**src/common/lsac_map.svh**
```systemverilog
`ifndef LSAC_MAP_SVH
`define LSAC_MAP_SVH

// ==========================================================
// register offsets
`define LSAC_OFS_CMD      8'h00
`define LSAC_OFS_RANGE    8'h01
`define LSAC_OFS_RES_LO   8'h04
`define LSAC_OFS_RES_HI   8'h05
`define LSAC_OFS_TMR_LO   8'h06
`define LSAC_OFS_TMR_HI   8'h07

// ==========================================================
// field positions and reset values
`define LSAC_CMD_ENABLE   7
`define LSAC_CMD_PDOWN    6
`define LSAC_CMD_EXTTIM   5
`define LSAC_CMD_WMASK    8'hEF
`define LSAC_RNG_WMASK    8'h0C
`define LSAC_CMD_RESET    8'h00
`define LSAC_RNG_RESET    8'h00
`define LSAC_SYNC_BIT     7
`define LSAC_SLAVE_HI     6'h22
`define LSAC_PD_LIGHT     2'h2

// ==========================================================
// conversion cycle counts and result limits
`define LSAC_CYC_12       17'h01000
`define LSAC_CYC_8        17'h00100
`define LSAC_CYC_4        17'h00010
`define LSAC_MAX_16       16'h7FFF
`define LSAC_MAX_12       16'h07FF
`define LSAC_MAX_8        16'h007F
`define LSAC_MAX_4        16'h0007

`endif

```
**src/common/lsac_pkg.sv**
```systemverilog
package lsac_pkg;
    typedef enum logic [1:0] {
        LSAC_EXT_WAIT = 2'b00,
        LSAC_EXT_ARR1 = 2'b01,
        LSAC_EXT_ARR2 = 2'b10
    } lsac_ext_e;

    typedef logic [16:0] lsac_cyc_t;
endpackage

```
**src/rtl/lsac_core.sv**
```systemverilog
`timescale 1ns/1ns
`include "lsac_map.svh"
module lsac_core #(
    parameter logic [16:0] CYC_16 = 17'h10000
) (
    // clock and reset
    input  wire logic       ref_clk_i,
    input  wire logic       reset_n_i,
    // pins
    input  wire logic       address_select_pin_i,
    input  wire logic       light_pulse_i,
    // register access from the serial front end
    input  wire logic [6:0] slave_addr_i,
    input  wire logic [7:0] reg_addr_i,
    input  wire logic       wr_i,
    input  wire logic       rd_i,
    input  wire logic [7:0] wdata_i,
    output logic            addr_match_o,
    output logic [7:0]      rdata_o,
    output logic            rvalid_o,
    // analog control
    output logic            core_reset_o,
    output logic            converter_power_down_o,
    output logic [1:0]      full_scale_span_o,
    output logic            osc_half_speed_o,
    output logic            conv_done_o
);
    // ==========================================================
    // pin synchronisation
    logic [1:0] pins_s;
    logic       pulse_d_r;

    lsac_sync #(
        .WIDTH (2)
    ) u_sync (
        .ref_clk_i (ref_clk_i),
        .reset_n_i (reset_n_i),
        .async_i   ({light_pulse_i, address_select_pin_i}),
        .sync_o    (pins_s)
    );

    wire logic addr_sel_s = pins_s[0];
    wire logic pulse_rise = pins_s[1] & ~pulse_d_r;

    // ==========================================================
    // address decode
    logic [7:0] cmd_r;
    logic [7:0] rng_r;

    assign addr_match_o = (slave_addr_i == {`LSAC_SLAVE_HI, addr_sel_s});

    wire logic wr_ok    = wr_i & addr_match_o;
    wire logic rd_ok    = rd_i & addr_match_o;
    wire logic reg_page = (reg_addr_i[7:6] == 2'b00);
    wire logic wr_cmd   = wr_ok & reg_page & (reg_addr_i == `LSAC_OFS_CMD);
    wire logic wr_rng   = wr_ok & reg_page & (reg_addr_i == `LSAC_OFS_RANGE);
    wire logic ext_mode = cmd_r[`LSAC_CMD_EXTTIM];
    wire logic sync_cmd = wr_ok & reg_addr_i[`LSAC_SYNC_BIT] & ext_mode;

    // ==========================================================
    // command and range registers
    // hold until rewritten
    always_ff @(posedge ref_clk_i) begin
        if (!reset_n_i) begin
            cmd_r <= `LSAC_CMD_RESET;
            rng_r <= `LSAC_RNG_RESET;
        end else begin
            if (wr_cmd) begin
                cmd_r <= wdata_i & `LSAC_CMD_WMASK;
            end
            if (wr_rng) begin
                rng_r <= wdata_i & `LSAC_RNG_WMASK;
            end
        end
    end

    // ==========================================================
    // mode decode
    wire logic [1:0] pd_sel = cmd_r[3:2];
    wire logic [1:0] width  = cmd_r[1:0];

    wire logic core_rst = ~cmd_r[`LSAC_CMD_ENABLE] | cmd_r[`LSAC_CMD_PDOWN] | ~pd_sel[1];
    // no-operation code freezes the converter
    wire logic core_run = ~core_rst & (pd_sel == `LSAC_PD_LIGHT);

    assign core_reset_o           = core_rst;
    assign converter_power_down_o = cmd_r[`LSAC_CMD_PDOWN];
    // range select to analog front end
    assign full_scale_span_o      = rng_r[3:2];
    assign osc_half_speed_o       = ~rng_r[3];

    wire lsac_pkg::lsac_cyc_t cyc_limit =
        (width == 2'h0) ? CYC_16 :
        (width == 2'h1) ? `LSAC_CYC_12 :
        (width == 2'h2) ? `LSAC_CYC_8 : `LSAC_CYC_4;
    wire logic [15:0] res_max =
        (width == 2'h0) ? `LSAC_MAX_16 :
        (width == 2'h1) ? `LSAC_MAX_12 :
        (width == 2'h2) ? `LSAC_MAX_8 : `LSAC_MAX_4;

    // ==========================================================
    // integration sequencing
    lsac_pkg::lsac_cyc_t   cyc_r;
    lsac_pkg::lsac_cyc_t   cyc_nxt;
    lsac_pkg::lsac_ext_e   ext_r;
    lsac_pkg::lsac_ext_e   ext_nxt;
    logic [15:0]           tmr_r;
    logic [15:0]           acc_r;
    logic [15:0]           res_r;
    logic [15:0]           tmr_pub_r;
    logic                  done_r;

    wire logic int_end   = core_run & ~ext_mode & (cyc_r == cyc_limit - 17'h00001);
    wire logic ext_end   = core_run & sync_cmd & (ext_r == lsac_pkg::LSAC_EXT_ARR2);
    wire logic integ_end = int_end | ext_end;
    wire logic integ_on  = core_run & (~ext_mode | (ext_r != lsac_pkg::LSAC_EXT_WAIT));
    wire logic [15:0] acc_sat = (acc_r > res_max) ? res_max : acc_r;

    assign cyc_nxt = (int_end | ext_mode) ? 17'h00000 : cyc_r + 17'h00001;

    always_comb begin
        ext_nxt = ext_r;
        if (sync_cmd) begin
            unique case (ext_r)
                lsac_pkg::LSAC_EXT_WAIT: ext_nxt = lsac_pkg::LSAC_EXT_ARR1;
                lsac_pkg::LSAC_EXT_ARR1: ext_nxt = lsac_pkg::LSAC_EXT_ARR2;
                lsac_pkg::LSAC_EXT_ARR2: ext_nxt = lsac_pkg::LSAC_EXT_ARR1;
                default:                 ext_nxt = lsac_pkg::LSAC_EXT_WAIT;
            endcase
        end
    end

    always_ff @(posedge ref_clk_i) begin
        if (!reset_n_i) begin
            pulse_d_r <= 1'b0;
        end else begin
            pulse_d_r <= pins_s[1];
        end
    end

    // counters cleared while core in reset
    always_ff @(posedge ref_clk_i) begin
        if (!reset_n_i || core_rst || !ext_mode) begin
            ext_r <= lsac_pkg::LSAC_EXT_WAIT;
        end else if (core_run) begin
            ext_r <= ext_nxt;
        end
    end

    always_ff @(posedge ref_clk_i) begin
        if (!reset_n_i || core_rst) begin
            cyc_r <= 17'h00000;
        end else if (core_run) begin
            cyc_r <= cyc_nxt;
        end
    end

    always_ff @(posedge ref_clk_i) begin
        if (!reset_n_i || core_rst) begin
            tmr_r <= 16'h0000;
            acc_r <= 16'h0000;
        end else if (integ_end || (sync_cmd && ext_r == lsac_pkg::LSAC_EXT_WAIT)) begin
            tmr_r <= 16'h0000;
            acc_r <= 16'h0000;
        end else if (integ_on) begin
            // saturate: tmr_r holds at FFFF, yet tmr_r + 1 at publish reads an overlong external window as 0000
            tmr_r <= (tmr_r == 16'hFFFF) ? tmr_r : tmr_r + 16'h0001;
            acc_r <= (pulse_rise && acc_r != 16'hFFFF) ? acc_r + 16'h0001 : acc_r;
        end
    end

    always_ff @(posedge ref_clk_i) begin
        if (!reset_n_i) begin
            res_r     <= 16'h0000;
            tmr_pub_r <= 16'h0000;
            done_r    <= 1'b0;
        end else begin
            done_r <= integ_end;
            if (integ_end) begin
                res_r     <= acc_sat;
                tmr_pub_r <= ext_mode ? tmr_r + 16'h0001 : 16'h0000;
            end
        end
    end

    assign conv_done_o = done_r;

    // ==========================================================
    // read path
    // read data select
    wire logic [7:0] rd_mux =
        (reg_addr_i == `LSAC_OFS_CMD)    ? cmd_r :
        (reg_addr_i == `LSAC_OFS_RANGE)  ? rng_r :
        (reg_addr_i == `LSAC_OFS_RES_LO) ? res_r[7:0] :
        (reg_addr_i == `LSAC_OFS_RES_HI) ? res_r[15:8] :
        (reg_addr_i == `LSAC_OFS_TMR_LO) ? tmr_pub_r[7:0] :
        (reg_addr_i == `LSAC_OFS_TMR_HI) ? tmr_pub_r[15:8] : 8'h00;

    always_ff @(posedge ref_clk_i) begin
        if (!reset_n_i) begin
            rdata_o  <= 8'h00;
            rvalid_o <= 1'b0;
        end else begin
            rvalid_o <= rd_ok;
            if (rd_ok) begin
                rdata_o <= rd_mux;
            end
        end
    end

    // ==========================================================
    // checks
    // cycles since the last 16-cycle end, parked at 1F once the run is broken
    logic [4:0] short_run_r;
    wire logic  short_steady = core_run & ~ext_mode & (width == 2'h3) & ~wr_cmd;

    always_ff @(posedge ref_clk_i) begin
        if (!reset_n_i) begin
            short_run_r <= 5'h1F;
        end else if (int_end) begin
            short_run_r <= 5'h00;
        end else if (!short_steady) begin
            short_run_r <= 5'h1F;
        end else if (short_run_r != 5'h1F) begin
            short_run_r <= short_run_r + 5'h01;
        end
    end

    int_reset_hold_a: assert property (@(posedge ref_clk_i) disable iff (!reset_n_i)
        !cmd_r[`LSAC_CMD_ENABLE] |=> (cyc_r == 17'h00000) && (tmr_r == 16'h0000))
        else $error("counters not held while disabled");
    pdown_out_a: assert property (@(posedge ref_clk_i) disable iff (!reset_n_i)
        wr_cmd && wdata_i[6] |=> converter_power_down_o && core_reset_o)
        else $error("power-down not applied");
    int_period_a: assert property (@(posedge ref_clk_i) disable iff (!reset_n_i)
        int_end && $stable(cmd_r) |-> cyc_r == cyc_limit - 17'h00001)
        else $error("internal period wrong");
    short_period_a: assert property (@(posedge ref_clk_i) disable iff (!reset_n_i)
        short_run_r == 5'h0F && core_run && !ext_mode && width == 2'h3 |-> int_end)
        else $error("16-cycle period missed");
    res_width_a: assert property (@(posedge ref_clk_i) disable iff (!reset_n_i)
        done_r |-> res_r <= $past(res_max))
        else $error("result exceeds n-1 bits");
    noop_freeze_a: assert property (@(posedge ref_clk_i) disable iff (!reset_n_i)
        cmd_r[7:6] == 2'b10 && pd_sel == 2'h3 && $past(pd_sel) == 2'h3 |-> $stable(cyc_r))
        else $error("no-op mode advanced");
    int_timer_zero_a: assert property (@(posedge ref_clk_i) disable iff (!reset_n_i)
        done_r && !ext_mode && $past(!ext_mode) |-> tmr_pub_r == 16'h0000)
        else $error("internal timer not zero");
    ext_third_sync_a: assert property (@(posedge ref_clk_i) disable iff (!reset_n_i)
        integ_end && ext_mode |=> done_r && ext_r == lsac_pkg::LSAC_EXT_ARR1)
        else $error("external measurement not restarted");
    hold_regs_a: assert property (@(posedge ref_clk_i) disable iff (!reset_n_i)
        !wr_cmd && !wr_rng |=> $stable(cmd_r) && $stable(rng_r))
        else $error("control changed without write");
    readback_a: assert property (@(posedge ref_clk_i) disable iff (!reset_n_i)
        rd_ok && reg_addr_i == `LSAC_OFS_RANGE && !wr_rng |=> rvalid_o && rdata_o == rng_r)
        else $error("range readback wrong");
    slave_addr_a: assert property (@(posedge ref_clk_i) disable iff (!reset_n_i)
        slave_addr_i[6:1] != 6'h22 |-> !addr_match_o)
        else $error("foreign address matched");
    no_update_rst_a: assert property (@(posedge ref_clk_i) disable iff (!reset_n_i)
        core_rst && $past(core_rst) |-> $stable(res_r))
        else $error("result changed in reset");

    ext_meas_c: cover property (@(posedge ref_clk_i) ext_end);
    int_meas_c: cover property (@(posedge ref_clk_i) int_end && width == 2'h3);
    read_res_c: cover property (@(posedge ref_clk_i) rd_ok && reg_addr_i == `LSAC_OFS_RES_HI);
    sync_wait_c: cover property (@(posedge ref_clk_i) sync_cmd && ext_r == lsac_pkg::LSAC_EXT_WAIT);
endmodule // lsac_core

```
**src/rtl/lsac_sync.sv**
```systemverilog
`timescale 1ns/1ns
module lsac_sync #(
    parameter int WIDTH = 2
) (
    // clock and reset
    input  wire logic             ref_clk_i,
    input  wire logic             reset_n_i,
    // data
    input  wire logic [WIDTH-1:0] async_i,
    output logic      [WIDTH-1:0] sync_o
);
    logic [WIDTH-1:0] meta_r;

    always_ff @(posedge ref_clk_i) begin
        if (!reset_n_i) begin
            meta_r <= '0;
            sync_o <= '0;
        end else begin
            meta_r <= async_i;
            sync_o <= meta_r;
        end
    end
endmodule // lsac_sync

```
**config.mk**
```make
export PLATFORM = sky130hd
export DESIGN_NAME = lsac_core
export DESIGN_NICKNAME = d
export VERILOG_FILES = /design/src/common/lsac_pkg.sv /design/src/rtl/lsac_core.sv /design/src/rtl/lsac_sync.sv
export VERILOG_INCLUDE_DIRS = /design/src /design/src/common
export SDC_FILE = /design/constraint.sdc
export NUM_CORES = 1
export LEC_CHECK = 0
export ABC_CLOCK_PERIOD_IN_PS = 8170
export BUFFER_PORTS_ARGS = -buffer_cell sky130_fd_sc_hd__buf_2
export CORE_MARGIN = 2
export CORE_UTILIZATION = 39
export DETAILED_ROUTE_END_ITERATION = 8
export GPL_ROUTABILITY_DRIVEN = 0
export PLACE_DENSITY = 0.64
export SLEW_MARGIN = 20
export SYNTH_ARGS = -nofsm -noshare
export SYNTH_HDL_FRONTEND = slang
export SYNTH_SLANG_ARGS = --single-unit
```
**constraint.sdc**
```tcl
create_clock -name ref_clk_i -period 8.17 [get_ports ref_clk_i]
set_clock_uncertainty 0.2 [all_clocks]
set_input_delay 1.2255 -clock ref_clk_i [delete_from_list [all_inputs] [get_ports ref_clk_i]]
set_output_delay 1.2255 -clock ref_clk_i [all_outputs]
set_load 0.01 [all_outputs]
```
* Word-level counts from Yosys, hierarchy flattened
Index checks and enable logic that the tools add are counted.
** Cells by class
- $add $sub $neg :: 4
- Magnitude comparators :: 1
- Equal/unequal tests :: 14
- Muxes and demuxes :: 16
- Bitwise logic cells :: 26
- Reduce and logical (&&, ||, !) cells :: 17
** Operators with widths (number)
- 2-to-1 mux 8 bit :: 6
- 2-to-1 mux 17 bit :: 2
- adder 16 x 1 -> 16 bit, second input constant :: 2
- == test 8 x 3 -> 1 bit, second input constant :: 4
- 2-to-1 mux 16 bit :: 2
- adder 17 x 1 -> 17 bit, second input constant :: 1
- == test 17 bit :: 1
- subtractor 17 x 1 -> 17 bit, second input constant :: 1
- == test 16 bit, second input constant :: 1
- greater-than comparator 16 x 15 -> 1 bit :: 1
- inequality test 16 bit, second input constant :: 1
- 2-to-1 mux 15 bit :: 1
- AND 1 bit :: 14
- 2-to-1 mux 13 bit :: 1
- 2-to-1 mux 11 bit :: 1
- 2-to-1 mux 9 bit :: 1
- == test 8 x 1 -> 1 bit, second input constant :: 1
- zero test 8 bit :: 1
- == test 7 bit :: 1
- 2-to-1 mux 7 bit :: 1
- NOT 1 bit :: 7
- == test 2 bit, second input constant :: 3
- zero test 2 bit :: 3
- AND reduction 2 bit :: 3
- 8 further kinds :: 18
** Storage, ports and cells
- Bits in registers :: 107
- Bits of input ports :: 29
- Output and inout port bits :: 16
- Word-level logic and storage cells :: 92

* Depth between registers and ports, before layout
Gate-level depths: netlist (run 1).
- Depth in word-level cells :: 10
- Gate-level depth with buffers :: 10
- Gate-level depth less buffers :: 9

* Modules after synthesis
From an unflattened synthesis (run 1), not the netlist that was laid out.
** Second synthesis, totals
- Cells, all modules :: 607
- Area, all modules :: 5273.8 sq um
** By module, submodules not included
- lsac_core :: instances 1, cells each 599, area an instance 5168.7 sq um, sequential area each 2062.0 sq um
- lsac_sync :: instances 1, cells each 8, area an instance 105.1 sq um, sequential area each 80.1 sq um

* Worst setup path before layout (run 1)
OpenSTA, ideal clock, no wires.
- Path kind :: input -> output
- Start point :: in slave_addr_i[1]
- End point :: out addr_match_o
- Arrival time :: 2.291 ns
- Required time :: 6.745 ns
- Slack :: 4.453 ns
- Cell stages on the path :: 2
- Cell sequence :: or4b_1 nor3_1
** On the way
- Cells in the longest elaborated chain, start to end :: 1
** Ends and longest elaborated chain
- start, declared :: RTL line lsac_core.sv:13 : input wire logic [6:0] slave_addr_i,
- == test 7 bit :: RTL line lsac_core.sv:50 : assign addr_match_o = (slave_addr_i == {`LSAC_SLAVE_HI, addr_sel_s});
- end, declared :: RTL line lsac_core.sv:18 : output logic addr_match_o,
Every way passes these cells.

* Worst setup path in the final report (run 1)
Same ends and word-level chain as after synthesis.

==> results of run 1 <==
cells in the mapped netlist, drive strengths merged, types with 2 or more instances:
master	instances	share of area, %
nor2	116	8.2
dfxtp	107	40
nand2	45	3.2
xnor2	35	5.8
a21oi	30	3.1
nand3	27	2.5
xor2	23	3.8
inv	21	1.5
mux2i	19	3.6
clkbuf	18	1.3
nor3	17	1.6
o21ai	15	1.6
nand4	13	1.5
ha	12	2.8
a31oi	11	1.3
and3	11	1.3
and2	8	0.94
buf	8	0.92
a211oi	7	0.99
mux4	7	3.0
and4	6	0.99
a211o	5	0.82
or3	5	0.59
or4	5	0.70
a311oi	4	0.66
a32oi	4	0.66
o21a	4	0.56
nand2b	3	0.35
nor3b	3	0.42
nor4	3	0.47
o211ai	3	0.42
a21o	2	0.28
a22oi	2	0.28
nor2b	2	0.23
o22ai	2	0.23
o31ai	2	0.28
routing by layer:
| layer | global-route usage [%] | vias up | part of all wire [%] |
|---|---|---|---|
| li1 | - | 2251 | - |
| met1 | 23.3 | 2173 | 48 |
| met2 | 27.9 | 79 | 47 |
| met3 | 4.04 | 15 | 3.6 |
| met4 | 6.25 | 0 | 1.7 |
| met5 | 0 | - | 0 |
flip-flops by register name, indices dropped and copies added (netlist names), 2 cells and up:
name / cells
acc_r: 16
u_sync.meta_r: 2
cyc_r: 17
u_sync.sync_o: 2
rng_r: 2
rdata_o: 8
tmr_r: 16
tmr_pub_r: 16
cmd_r: 7
ext_r: 2
res_r: 16
layout make-up:
| type | instances | area, sq um | share of cell area [%] |
|---|---|---|---|
| inverter | 21 | 78.8 | 1.32 |
| clock inverter | 7 | 58.8 | 0.988 |
| multi-input combinational | 468 | 2990 | 50.3 |
| timing repair buffer | 45 | 230 | 3.87 |
| clock buffer | 9 | 225 | 3.79 |
| tap | 176 | 220 | 3.70 |
| sequential | 107 | 2140 | 36.0 |
power groups by stage:
| stage | Clock [mW] | Combinational, mW | Sequential, mW |
|---|---|---|---|
| global placement | 0 | 0.0204 | 0.535 |
| finish | 0.422 | 0.0207 | 0.523 |
| global route | 0.453 | 0.0227 | 0.522 |
| CTS | 0.436 | 0.0208 | 0.522 |
| detailed placement | 0 | 0.0207 | 0.535 |
| floorplan | 0 | 0.0113 | 0.535 |
worst paths after layout:
path                          startpoint  slack [ps]                           to
max                      slave_addr_i[1]        4080                 addr_match_o
min          u_sync.meta_r[1]$_SDFF_PN0_         230  u_sync.sync_o[1]$_SDFF_PN0_
max reg2reg        cmd_r[7]$_SDFFE_PN0P_        4820        res_r[6]$_SDFFE_PN0P_
min reg2reg  u_sync.meta_r[1]$_SDFF_PN0_         230  u_sync.sync_o[1]$_SDFF_PN0_
cells by family after synthesis:
family	share of synthesized area, %
buffers and inverters	3.67
AND/OR/NAND/NOR	24.6
flip-flops	40.2
adder cells (fa/ha/maj)	2.82
AO/OA/AOI/OAI	12.4
multiplexers	6.74
XOR/XNOR	9.54
per-stage QoR:
step | power, mW | util (%) | hold slack (ps)
2_1_floorplan | 0.546 | - | 212
3_3_place_gp | 0.555 | 42.6 | 214
3_5_place_dp | 0.555 | 42.6 | 223
4_1_cts | 0.979 | 44.7 | 233
5_1_grt | 0.998 | 44.7 | 237
6_report | 0.965 | 44.7 | 229
worst register-to-register path, stage by stage (launching register included):
cell      delay [ps]
dfxtp_1          440
nor4bb_2         900
nand4_1          830
o21a_1           460
a211o_1          320
a21oi_2          130
==> results_dict.tcl, run 1 <==
set metrics [dict create \
    status "finished clean" \
    grt_pass1_wl_microns 20600 \
    path_delay_family "simple AND/OR/NAND/NOR gates" \
    drtIter0Drc 358 \
    ys_seq_area_share_pct 40.2 \
    place_ws_ps 4110 \
    cpMostUsedCell "buf_2" \
    ys_types 59 \
    p_leak_nw 2.07 \
    worstPathRequired_ps 6740 \
    grt_antenna_before_repair 0 \
    final.min_clock_period_ps 4090 \
    place_inst 817 \
    path_buf_inv 2 \
    die_h_microns 121 \
    synth_top_flop_cell "dfxtp_1" \
    syn-num-nets 663 \
    wl_microns 12500 \
    p_switching_mw 0.222 \
    n_fill_cell 1291 \
    grt-ovfl-total 0 \
    area_delta_synth_final_pct 11.7 \
    viasPerCell 5.42 \
    dpl_cell_area_sq_um 5670 \
    gr-usage-all-layers_pct 17.6 \
    drive_above_1_share_pct 12.2 \
    path_cells "buf_2 > or4b_1 > nor3_1 > buf_2" \
    io_buffer_count 43 \
    holdPathStages 1 \
    ys_seq_elements 107 \
    comb_power_share_pct 2.1 \
    cts.htree.levels 3 \
    setup_viol 0 \
    first_global_vias 4160 \
    cts_root_buffer "clkbuf_16" \
    initial_core_util_pct 40.1 \
    slew-limit-headroom_pct 27.8 \
    ant_nets 0 \
    final_cell_mix "nor2_1 (115), dfxtp_1 (107), nand2_1 (45), buf_2 (43), xnor2_1 (35)" \
    yosys_warnings 0 \
    hold_buffers 0 \
    synthArstFlopShare_pct 0 \
    cp.depth 4 \
    slew_violations 0 \
    firstDrtPassIters 5 \
    layout_commonest_cell "nor2_1" \
    slowest_delay_ps 560 \
    wl_per_cell_microns 14.9 \
    p_int_mw 0.743 \
    worstHoldPathType "reg2reg" \
    rows 42 \
    hold_viol 0 \
    ios 45 \
    coreArea_sq_um 13300 \
    drv_cap 0 \
    cts_buffers 9 \
    tightest_slew_ps 1070 \
    clkLatencyLatePin_ps 360 \
    final.setup.worst_slack_ps 4080 \
    critPathCaptureType "primary output" \
    num_antenna_cells 0 \
    synth_edf_count 0 \
    p_seq_share_pct 54.2 \
    start_kind "input port" \
    grt_setup_unrepaired "no" \
    crit_fanout 7 \
    num_vias 4518 \
    dieArea_sq_um 14600 \
    synth_area_sq_um 5330 \
    power_frac_clock_pct 43.7 \
    cts_sinks 107 \
    clk_path_buf_depth 2 \
    tns_ps 0 \
    switching_share_pct 23.0 \
    cts_setup_buffers 0 \
    path_clk_slew_ps 80 \
    final_cells 833 \
    hpwlAfterDp_microns 9120 \
    ir_worst_vdd_mv 0.121 \
    fin_area_sq_um 5950 \
    grt_max_degree 40 \
    critPathArrivalTime_ps 2660 \
    cts_tree "yes" \
    period_share_pct 50.0 \
    power_density_nw_per_um2 162 \
    fin_nets 693 \
    drc 0 \
    syn_avg_cell_area_sq_um 8.56 \
    fmax_mhz 245 \
    worst_r2r_path_depth 5 \
    die_width_microns 121 \
    syn-instance-count 622 \
    crit_slowest_cell "or4b_1" \
    cts_resized 0 \
    crit_type "in2out" \
]
Power figures use the tool's default switching activity.
==> run 2, diff against run 1 <==
--- a/config.mk
+++ b/config.mk
@@ -6,7 +6,7 @@
 export SDC_FILE = /design/constraint.sdc
 export NUM_CORES = 1
 export LEC_CHECK = 0
-export ABC_CLOCK_PERIOD_IN_PS = 8170
+export ABC_CLOCK_PERIOD_IN_PS = 3800
 export BUFFER_PORTS_ARGS = -buffer_cell sky130_fd_sc_hd__buf_2
 export CORE_MARGIN = 2
 export CORE_UTILIZATION = 39
==> constraint.sdc (replaced) <==
create_clock -name ref_clk_i -period 3.8 [get_ports ref_clk_i]
set_clock_uncertainty 0.2 [all_clocks]
set_input_delay 0.57 -clock ref_clk_i [delete_from_list [all_inputs] [get_ports ref_clk_i]]
set_output_delay 0.57 -clock ref_clk_i [all_outputs]
set_load 0.01 [all_outputs]
==> run 2 against run 1 <==
Core utilization grew 0.33 points. Combinational power is 120% higher. Flip-flop and latch count is the same. Cell count up 0.48%. First-iteration DRC count down 38%. Routed wire length increased by 2.1%.
==> results_dict.tcl, run 2 (same netlist as run 1, synthesis figures left out) <==
set metrics [dict create \
    cts_tree "yes" \
    first_global_vias 4299 \
    holdPathStages 2 \
    grt-ovfl-total 0 \
    p_leak_nw 2.10 \
    period_share_pct 81.6 \
    drv_cap 0 \
    fmax_mhz 323 \
    grt_max_degree 40 \
    worstPathRequired_ps 3830 \
    drtIter0Drc 222 \
    die_h_microns 121 \
    cts_root_buffer "clkbuf_16" \
    whs_ps 220 \
    regMostFlops "cyc_r" \
    grt_antenna_before_repair 0 \
    fin_nets 697 \
    layout_commonest_cell "nor2_1" \
    total_power_mw 2.09 \
    drive_above_1_share_pct 12.7 \
    die_width_microns 121 \
    num_antenna_cells 0 \
    dieArea_sq_um 14600 \
    power_density_nw_per_um2 349 \
    wl_per_cell_microns 15.2 \
    cts_setup_buffers 0 \
    drc 0 \
    firstDrtPassIters 5 \
    hold_buffers 0 \
    cts.htree.levels 3 \
    critPathCaptureType "flip-flop" \
    ios 45 \
    viasPerCell 5.37 \
    final.setup.worst_slack_ps 700 \
    final_cell_mix "nor2_1 (115), dfxtp_1 (107), nand2_1 (45), buf_2 (43), xnor2_1 (35)" \
    slew_violations 0 \
    place_ws_ps 732 \
    hpwlAfterDp_microns 9400 \
    cts_resized 0 \
    slew-limit-headroom_pct 33.7 \
    setup_viol 0 \
    cts_sinks 107 \
    num_vias 4497 \
    wl_microns 12700 \
    path_clk_slew_ps 70 \
    area_delta_synth_final_pct 12.5 \
    ir_worst_vdd_mv 0.221 \
    crit_fanout 15 \
    tightest_slew_ps 979 \
    io_buffer_count 43 \
    critPathArrivalTime_ps 3130 \
    gr-usage-all-layers_pct 18.0 \
    cts_buffers 9 \
    rows 42 \
    hold_viol 0 \
    clkLatencyLatePin_ps 350 \
    initial_core_util_pct 40.1 \
    start_kind "flip-flop" \
    ant_nets 0 \
    grt_setup_unrepaired "no" \
    worst_r2r_path_depth 9 \
    grt_pass1_wl_microns 21200 \
    largest_reg_flops 17 \
    clk_path_buf_depth 2 \
    tns_ps 0 \
    crit_type "reg2reg" \
    final.min_clock_period_ps 3100 \
    coreArea_sq_um 13300 \
    worstHoldPathType "in2reg" \
    n_fill_cell 1316 \
    status "finished clean" \
]
-- run 2: worst paths after layout --
path / start / to / slack [ps]
min reg2reg: u_sync.meta_r[0]$_SDFF_PN0_ / u_sync.sync_o[0]$_SDFF_PN0_ / 240
max reg2reg: cmd_r[1]$_SDFFE_PN0P_ / res_r[9]$_SDFFE_PN0P_ / 700
min: address_select_pin_i / u_sync.meta_r[0]$_SDFF_PN0_ / 220
max: cmd_r[1]$_SDFFE_PN0P_ / res_r[9]$_SDFFE_PN0P_ / 700
-- run 2: final cells by class --
cell class | instances | area, sq um | area share, %
multi-input cells | 468 | 2990 | 50.0
clock buffers | 11 | 253 | 4.22
well taps | 176 | 220 | 3.67
clock inverters | 5 | 45.0 | 0.752
repair buffers | 49 | 260 | 4.34
flip-flops and latches | 107 | 2140 | 35.7
inverters | 21 | 78.8 | 1.32
-- run 2: where the power goes --
group | internal, mW | leakage, nW | switching (mW)
Clock | 0.489 | 0.144 | 0.438
Combinational | 0.0179 | 1.09 | 0.0267
Sequential | 1.12 | 0.862 | 0.000795
Total | 1.63 | 2.10 | 0.465
-- run 2: layer usage --
layer	share of wire, %	vias to the layer above	routed length (microns)	GRT usage [%]
met5	0	-	0	0
met4	0.64	0	81	4.72
met3	3.9	7	499	3.57
met2	48	62	6110	30.0
met1	47	2170	6020	23.7
li1	-	2258	-	-
-- run 2: per-stage QoR --
step | util [%] | std cells | area [sq um]
after floorplan | - | 622 | 5330
after detailed placement | 42.8 | 821 | 5700
after global routing | 45.1 | 837 | 5990
final | 45.1 | 837 | 5990
after global placement | 42.8 | 821 | 5700
after CTS | 45.1 | 837 | 5990
-- run 2: critical path, stage by stage (launching register included) --
cell and delay, ps:
dfxtp_1 560, nand2_1 260, inv_1 200, ha_1 260, and3b_1 170, o211ai_1 160
a41o_1 200, a21o_1 510, mux2i_1 340, a21oi_1 110
==> run 3, diff against run 2 <==
--- a/config.mk
+++ b/config.mk
@@ -6,13 +6,13 @@
 export SDC_FILE = /design/constraint.sdc
 export NUM_CORES = 1
 export LEC_CHECK = 0
-export ABC_CLOCK_PERIOD_IN_PS = 3800
+export ABC_CLOCK_PERIOD_IN_PS = 2490
 export BUFFER_PORTS_ARGS = -buffer_cell sky130_fd_sc_hd__buf_2
 export CORE_MARGIN = 2
 export CORE_UTILIZATION = 39
 export DETAILED_ROUTE_END_ITERATION = 8
 export GPL_ROUTABILITY_DRIVEN = 0
-export PLACE_DENSITY = 0.64
+export PLACE_DENSITY = 0.66
 export SLEW_MARGIN = 20
 export SYNTH_ARGS = -nofsm -noshare
 export SYNTH_HDL_FRONTEND = slang
==> constraint.sdc (replaced) <==
create_clock -name ref_clk_i -period 2.49 [get_ports ref_clk_i]
set_clock_uncertainty 0.2 [all_clocks]
set_input_delay 0.3735 -clock ref_clk_i [delete_from_list [all_inputs] [get_ports ref_clk_i]]
set_output_delay 0.3735 -clock ref_clk_i [all_outputs]
set_load 0.01 [all_outputs]
==> run 3 against run 2 <==
The flow now finishes with violations (setup timing). Worst setup slack lost 800 ps. Count of clock-buffer cells in the layout shrank 1. Core utilization grew 4.0 points. Sequential share of layout area shrank 2.9 points. Routed wire length grew 3.3%. Maximum frequency grew 20%. Clock power grew 44%. Non-clock buffer count grew 50. Combinational power grew 61%. Cell count grew 6.0%. Total power grew 49%. First-iteration DRC count grew 20%. Critical endpoint is now res_r[3]$_SDFFE_PN0P_.
==> results_dict.tcl, run 3 (same netlist as run 1, synthesis figures left out) <==
set metrics [dict create \
    multi_input_comb_area_sq_um 3100 \
    r2r_setup_slack_ps -100 \
    num_vias 4754 \
    r2r-start "cmd_r[0]$_SDFFE_PN0P_" \
    grt-ovfl-total 0 \
    cts_sinks 107 \
    grt_pass1_wl_microns 21700 \
    p_int_mw 2.45 \
    final.min_clock_period_ps 2590 \
    hpwlAfterDp_microns 9950 \
    seqCellArea_sq_um 2140 \
    power_density_nw_per_um2 478 \
    p_seq_share_pct 55.0 \
    clk_path_buf_depth 2 \
    clkLatencyLatePin_ps 340 \
    largest_reg_flops 17 \
    path_delay_family "compound AO/OA/AOI/OAI gates" \
    critPathCaptureType "flip-flop" \
    final.setup.worst_slack_ps -96.6 \
    crit_fanout 6 \
    n_fill_cell 1230 \
    fin_nets 747 \
    grt_max_degree 40 \
    ant_nets 0 \
    slowest_delay_ps 400 \
    gr-usage-all-layers_pct 18.3 \
    area_delta_synth_final_pct 22.6 \
    total_power_mw 3.12 \
    fmax_mhz 387 \
    num_antenna_cells 0 \
    tightest_slew_ps 560 \
    cts_buffers 9 \
    power_frac_clock_pct 42.7 \
    firstDrtPassIters 6 \
    switching_share_pct 21.5 \
    drv_cap 0 \
    grt_antenna_before_repair 0 \
    setup_viol 14 \
    ir_worst_vdd_mv 0.370 \
    wl_microns 13100 \
    timing.rr.end "res_r[3]$_SDFFE_PN0P_" \
    path_clk_slew_ps 70 \
    holdPathStages 2 \
    holdPathEnd "u_sync.meta_r[0]$_SDFF_PN0_" \
    dieArea_sq_um 14600 \
    die_width_microns 121 \
    ios 45 \
    rows 42 \
    status "complete, but fails checks" \
    wl_per_cell_microns 14.8 \
    worstPathRequired_ps 2570 \
    initial_core_util_pct 40.1 \
    hold_start "address_select_pin_i" \
    critPathArrivalTime_ps 2660 \
    coreArea_sq_um 13300 \
    slew_violations 0 \
    die_h_microns 121 \
    first_global_vias 4540 \
    layout_commonest_cell "nor2_1" \
    cts_tree "yes" \
    viasPerCell 5.36 \
    cts_root_buffer "clkbuf_16" \
    period_share_pct 104 \
    comb_power_share_pct 2.3 \
    worstHoldPathType "in2reg" \
    crit_slowest_cell "or3_4" \
    grt_setup_unrepaired "yes" \
    drc 0 \
    crit_type "reg2reg" \
    violations "setup timing" \
    regMostFlops "cyc_r" \
    drive_above_1_share_pct 21.0 \
    cts.htree.levels 3 \
    path_buf_inv 3 \
    drtIter0Drc 267 \
    slew-limit-headroom_pct 62.5 \
    final_cell_mix "nor2_1 (114), dfxtp_1 (105), buf_4 (50), nand2_1 (44), buf_2 (43)" \
    p_leak_nw 2.36 \
    path_cells "nor2_4 > inv_4 > ha_4 > nand2_2 > or3_4 > a41o_1 > a21o_1 > buf_6 > buf_16 > a211o_1 > a21oi_2" \
    hold_viol 0 \
    start_kind "flip-flop" \
    worst_r2r_path_depth 11 \
    p_switching_mw 0.671 \
    io_buffer_count 43 \
    whs_ps 32.9 \
]
-- run 3: cell count changes in the layout (fill, tap and decap cells not counted), sizes merged --
cell	before	now
clkbuf	11	10
buf	49	99
clkinvlp	1	2
-- run 3: power groups by stage --
stage	Sequential, mW	Combinational [mW]	Clock [mW]
2_1_floorplan	1.75	0.0377	0
3_3_place_gp	1.75	0.0695	0
3_5_place_dp	1.75	0.0720	0
4_1_cts	1.71	0.0720	1.37
5_1_grt	1.71	0.0790	1.44
6_report	1.71	0.0719	1.33
-- run 3: worst max-delay path by stage --
stage / from / endpoint / slack [ps] / depth (start not counted)
3_5_place_dp: cmd_r[1]$_SDFFE_PN0P_ / res_r[12]$_SDFFE_PN0P_ / -150 / 11
4_1_cts: cmd_r[0]$_SDFFE_PN0P_ / res_r[3]$_SDFFE_PN0P_ / -80 / 11
6_report: cmd_r[0]$_SDFFE_PN0P_ / res_r[3]$_SDFFE_PN0P_ / -100 / 11
5_1_grt: cmd_r[0]$_SDFFE_PN0P_ / res_r[12]$_SDFFE_PN0P_ / -190 / 12
2_1_floorplan: cmd_r[1]$_SDFFE_PN0P_ / res_r[10]$_SDFFE_PN0P_ / 0.8 / 10
3_3_place_gp: cmd_r[1]$_SDFFE_PN0P_ / res_r[3]$_SDFFE_PN0P_ / -70 / 10
-- run 3: layout make-up --
cell class,count,share of cell area (%)
multi-input combinational,468,47.5
tap,176,3.37
clock inverter,6,0.594
timing repair buffer,99,10.7
sequential,107,32.9
clock buffer,10,3.66
inverter,21,1.25
-- run 3: layer usage --
metal | part of all wire [%] | GRT usage [%] | up-vias
met4 | 1.2 | 4.51 | 0
li1 | - | - | 2353
met5 | 0 | 0 | -
met3 | 4.6 | 3.62 | 15
met2 | 49 | 30.7 | 114
met1 | 46 | 24.2 | 2272
-- run 3: metrics by stage --
step	worst slack [ps]	TNS, ps	cell area, sq um	utilization [%]	std cells
2_1_floorplan	0.780	0	5350	-	622
3_3_place_gp	-68.6	-515	6080	45.8	866
3_5_place_dp	-147	-1280	6080	45.8	866
4_1_cts	-80.9	-458	6500	48.9	887
5_1_grt	-191	-2350	6530	49.1	887
6_report	-96.6	-774	6530	49.1	887
-- run 3: timing repair --
action,4_1_cts,5_1_grt
hold buffers,0,0
setup buffers,4,0
pin swaps,20,0
cloned,1,0
setup endpoints to repair,13,15
resized for setup,14,4
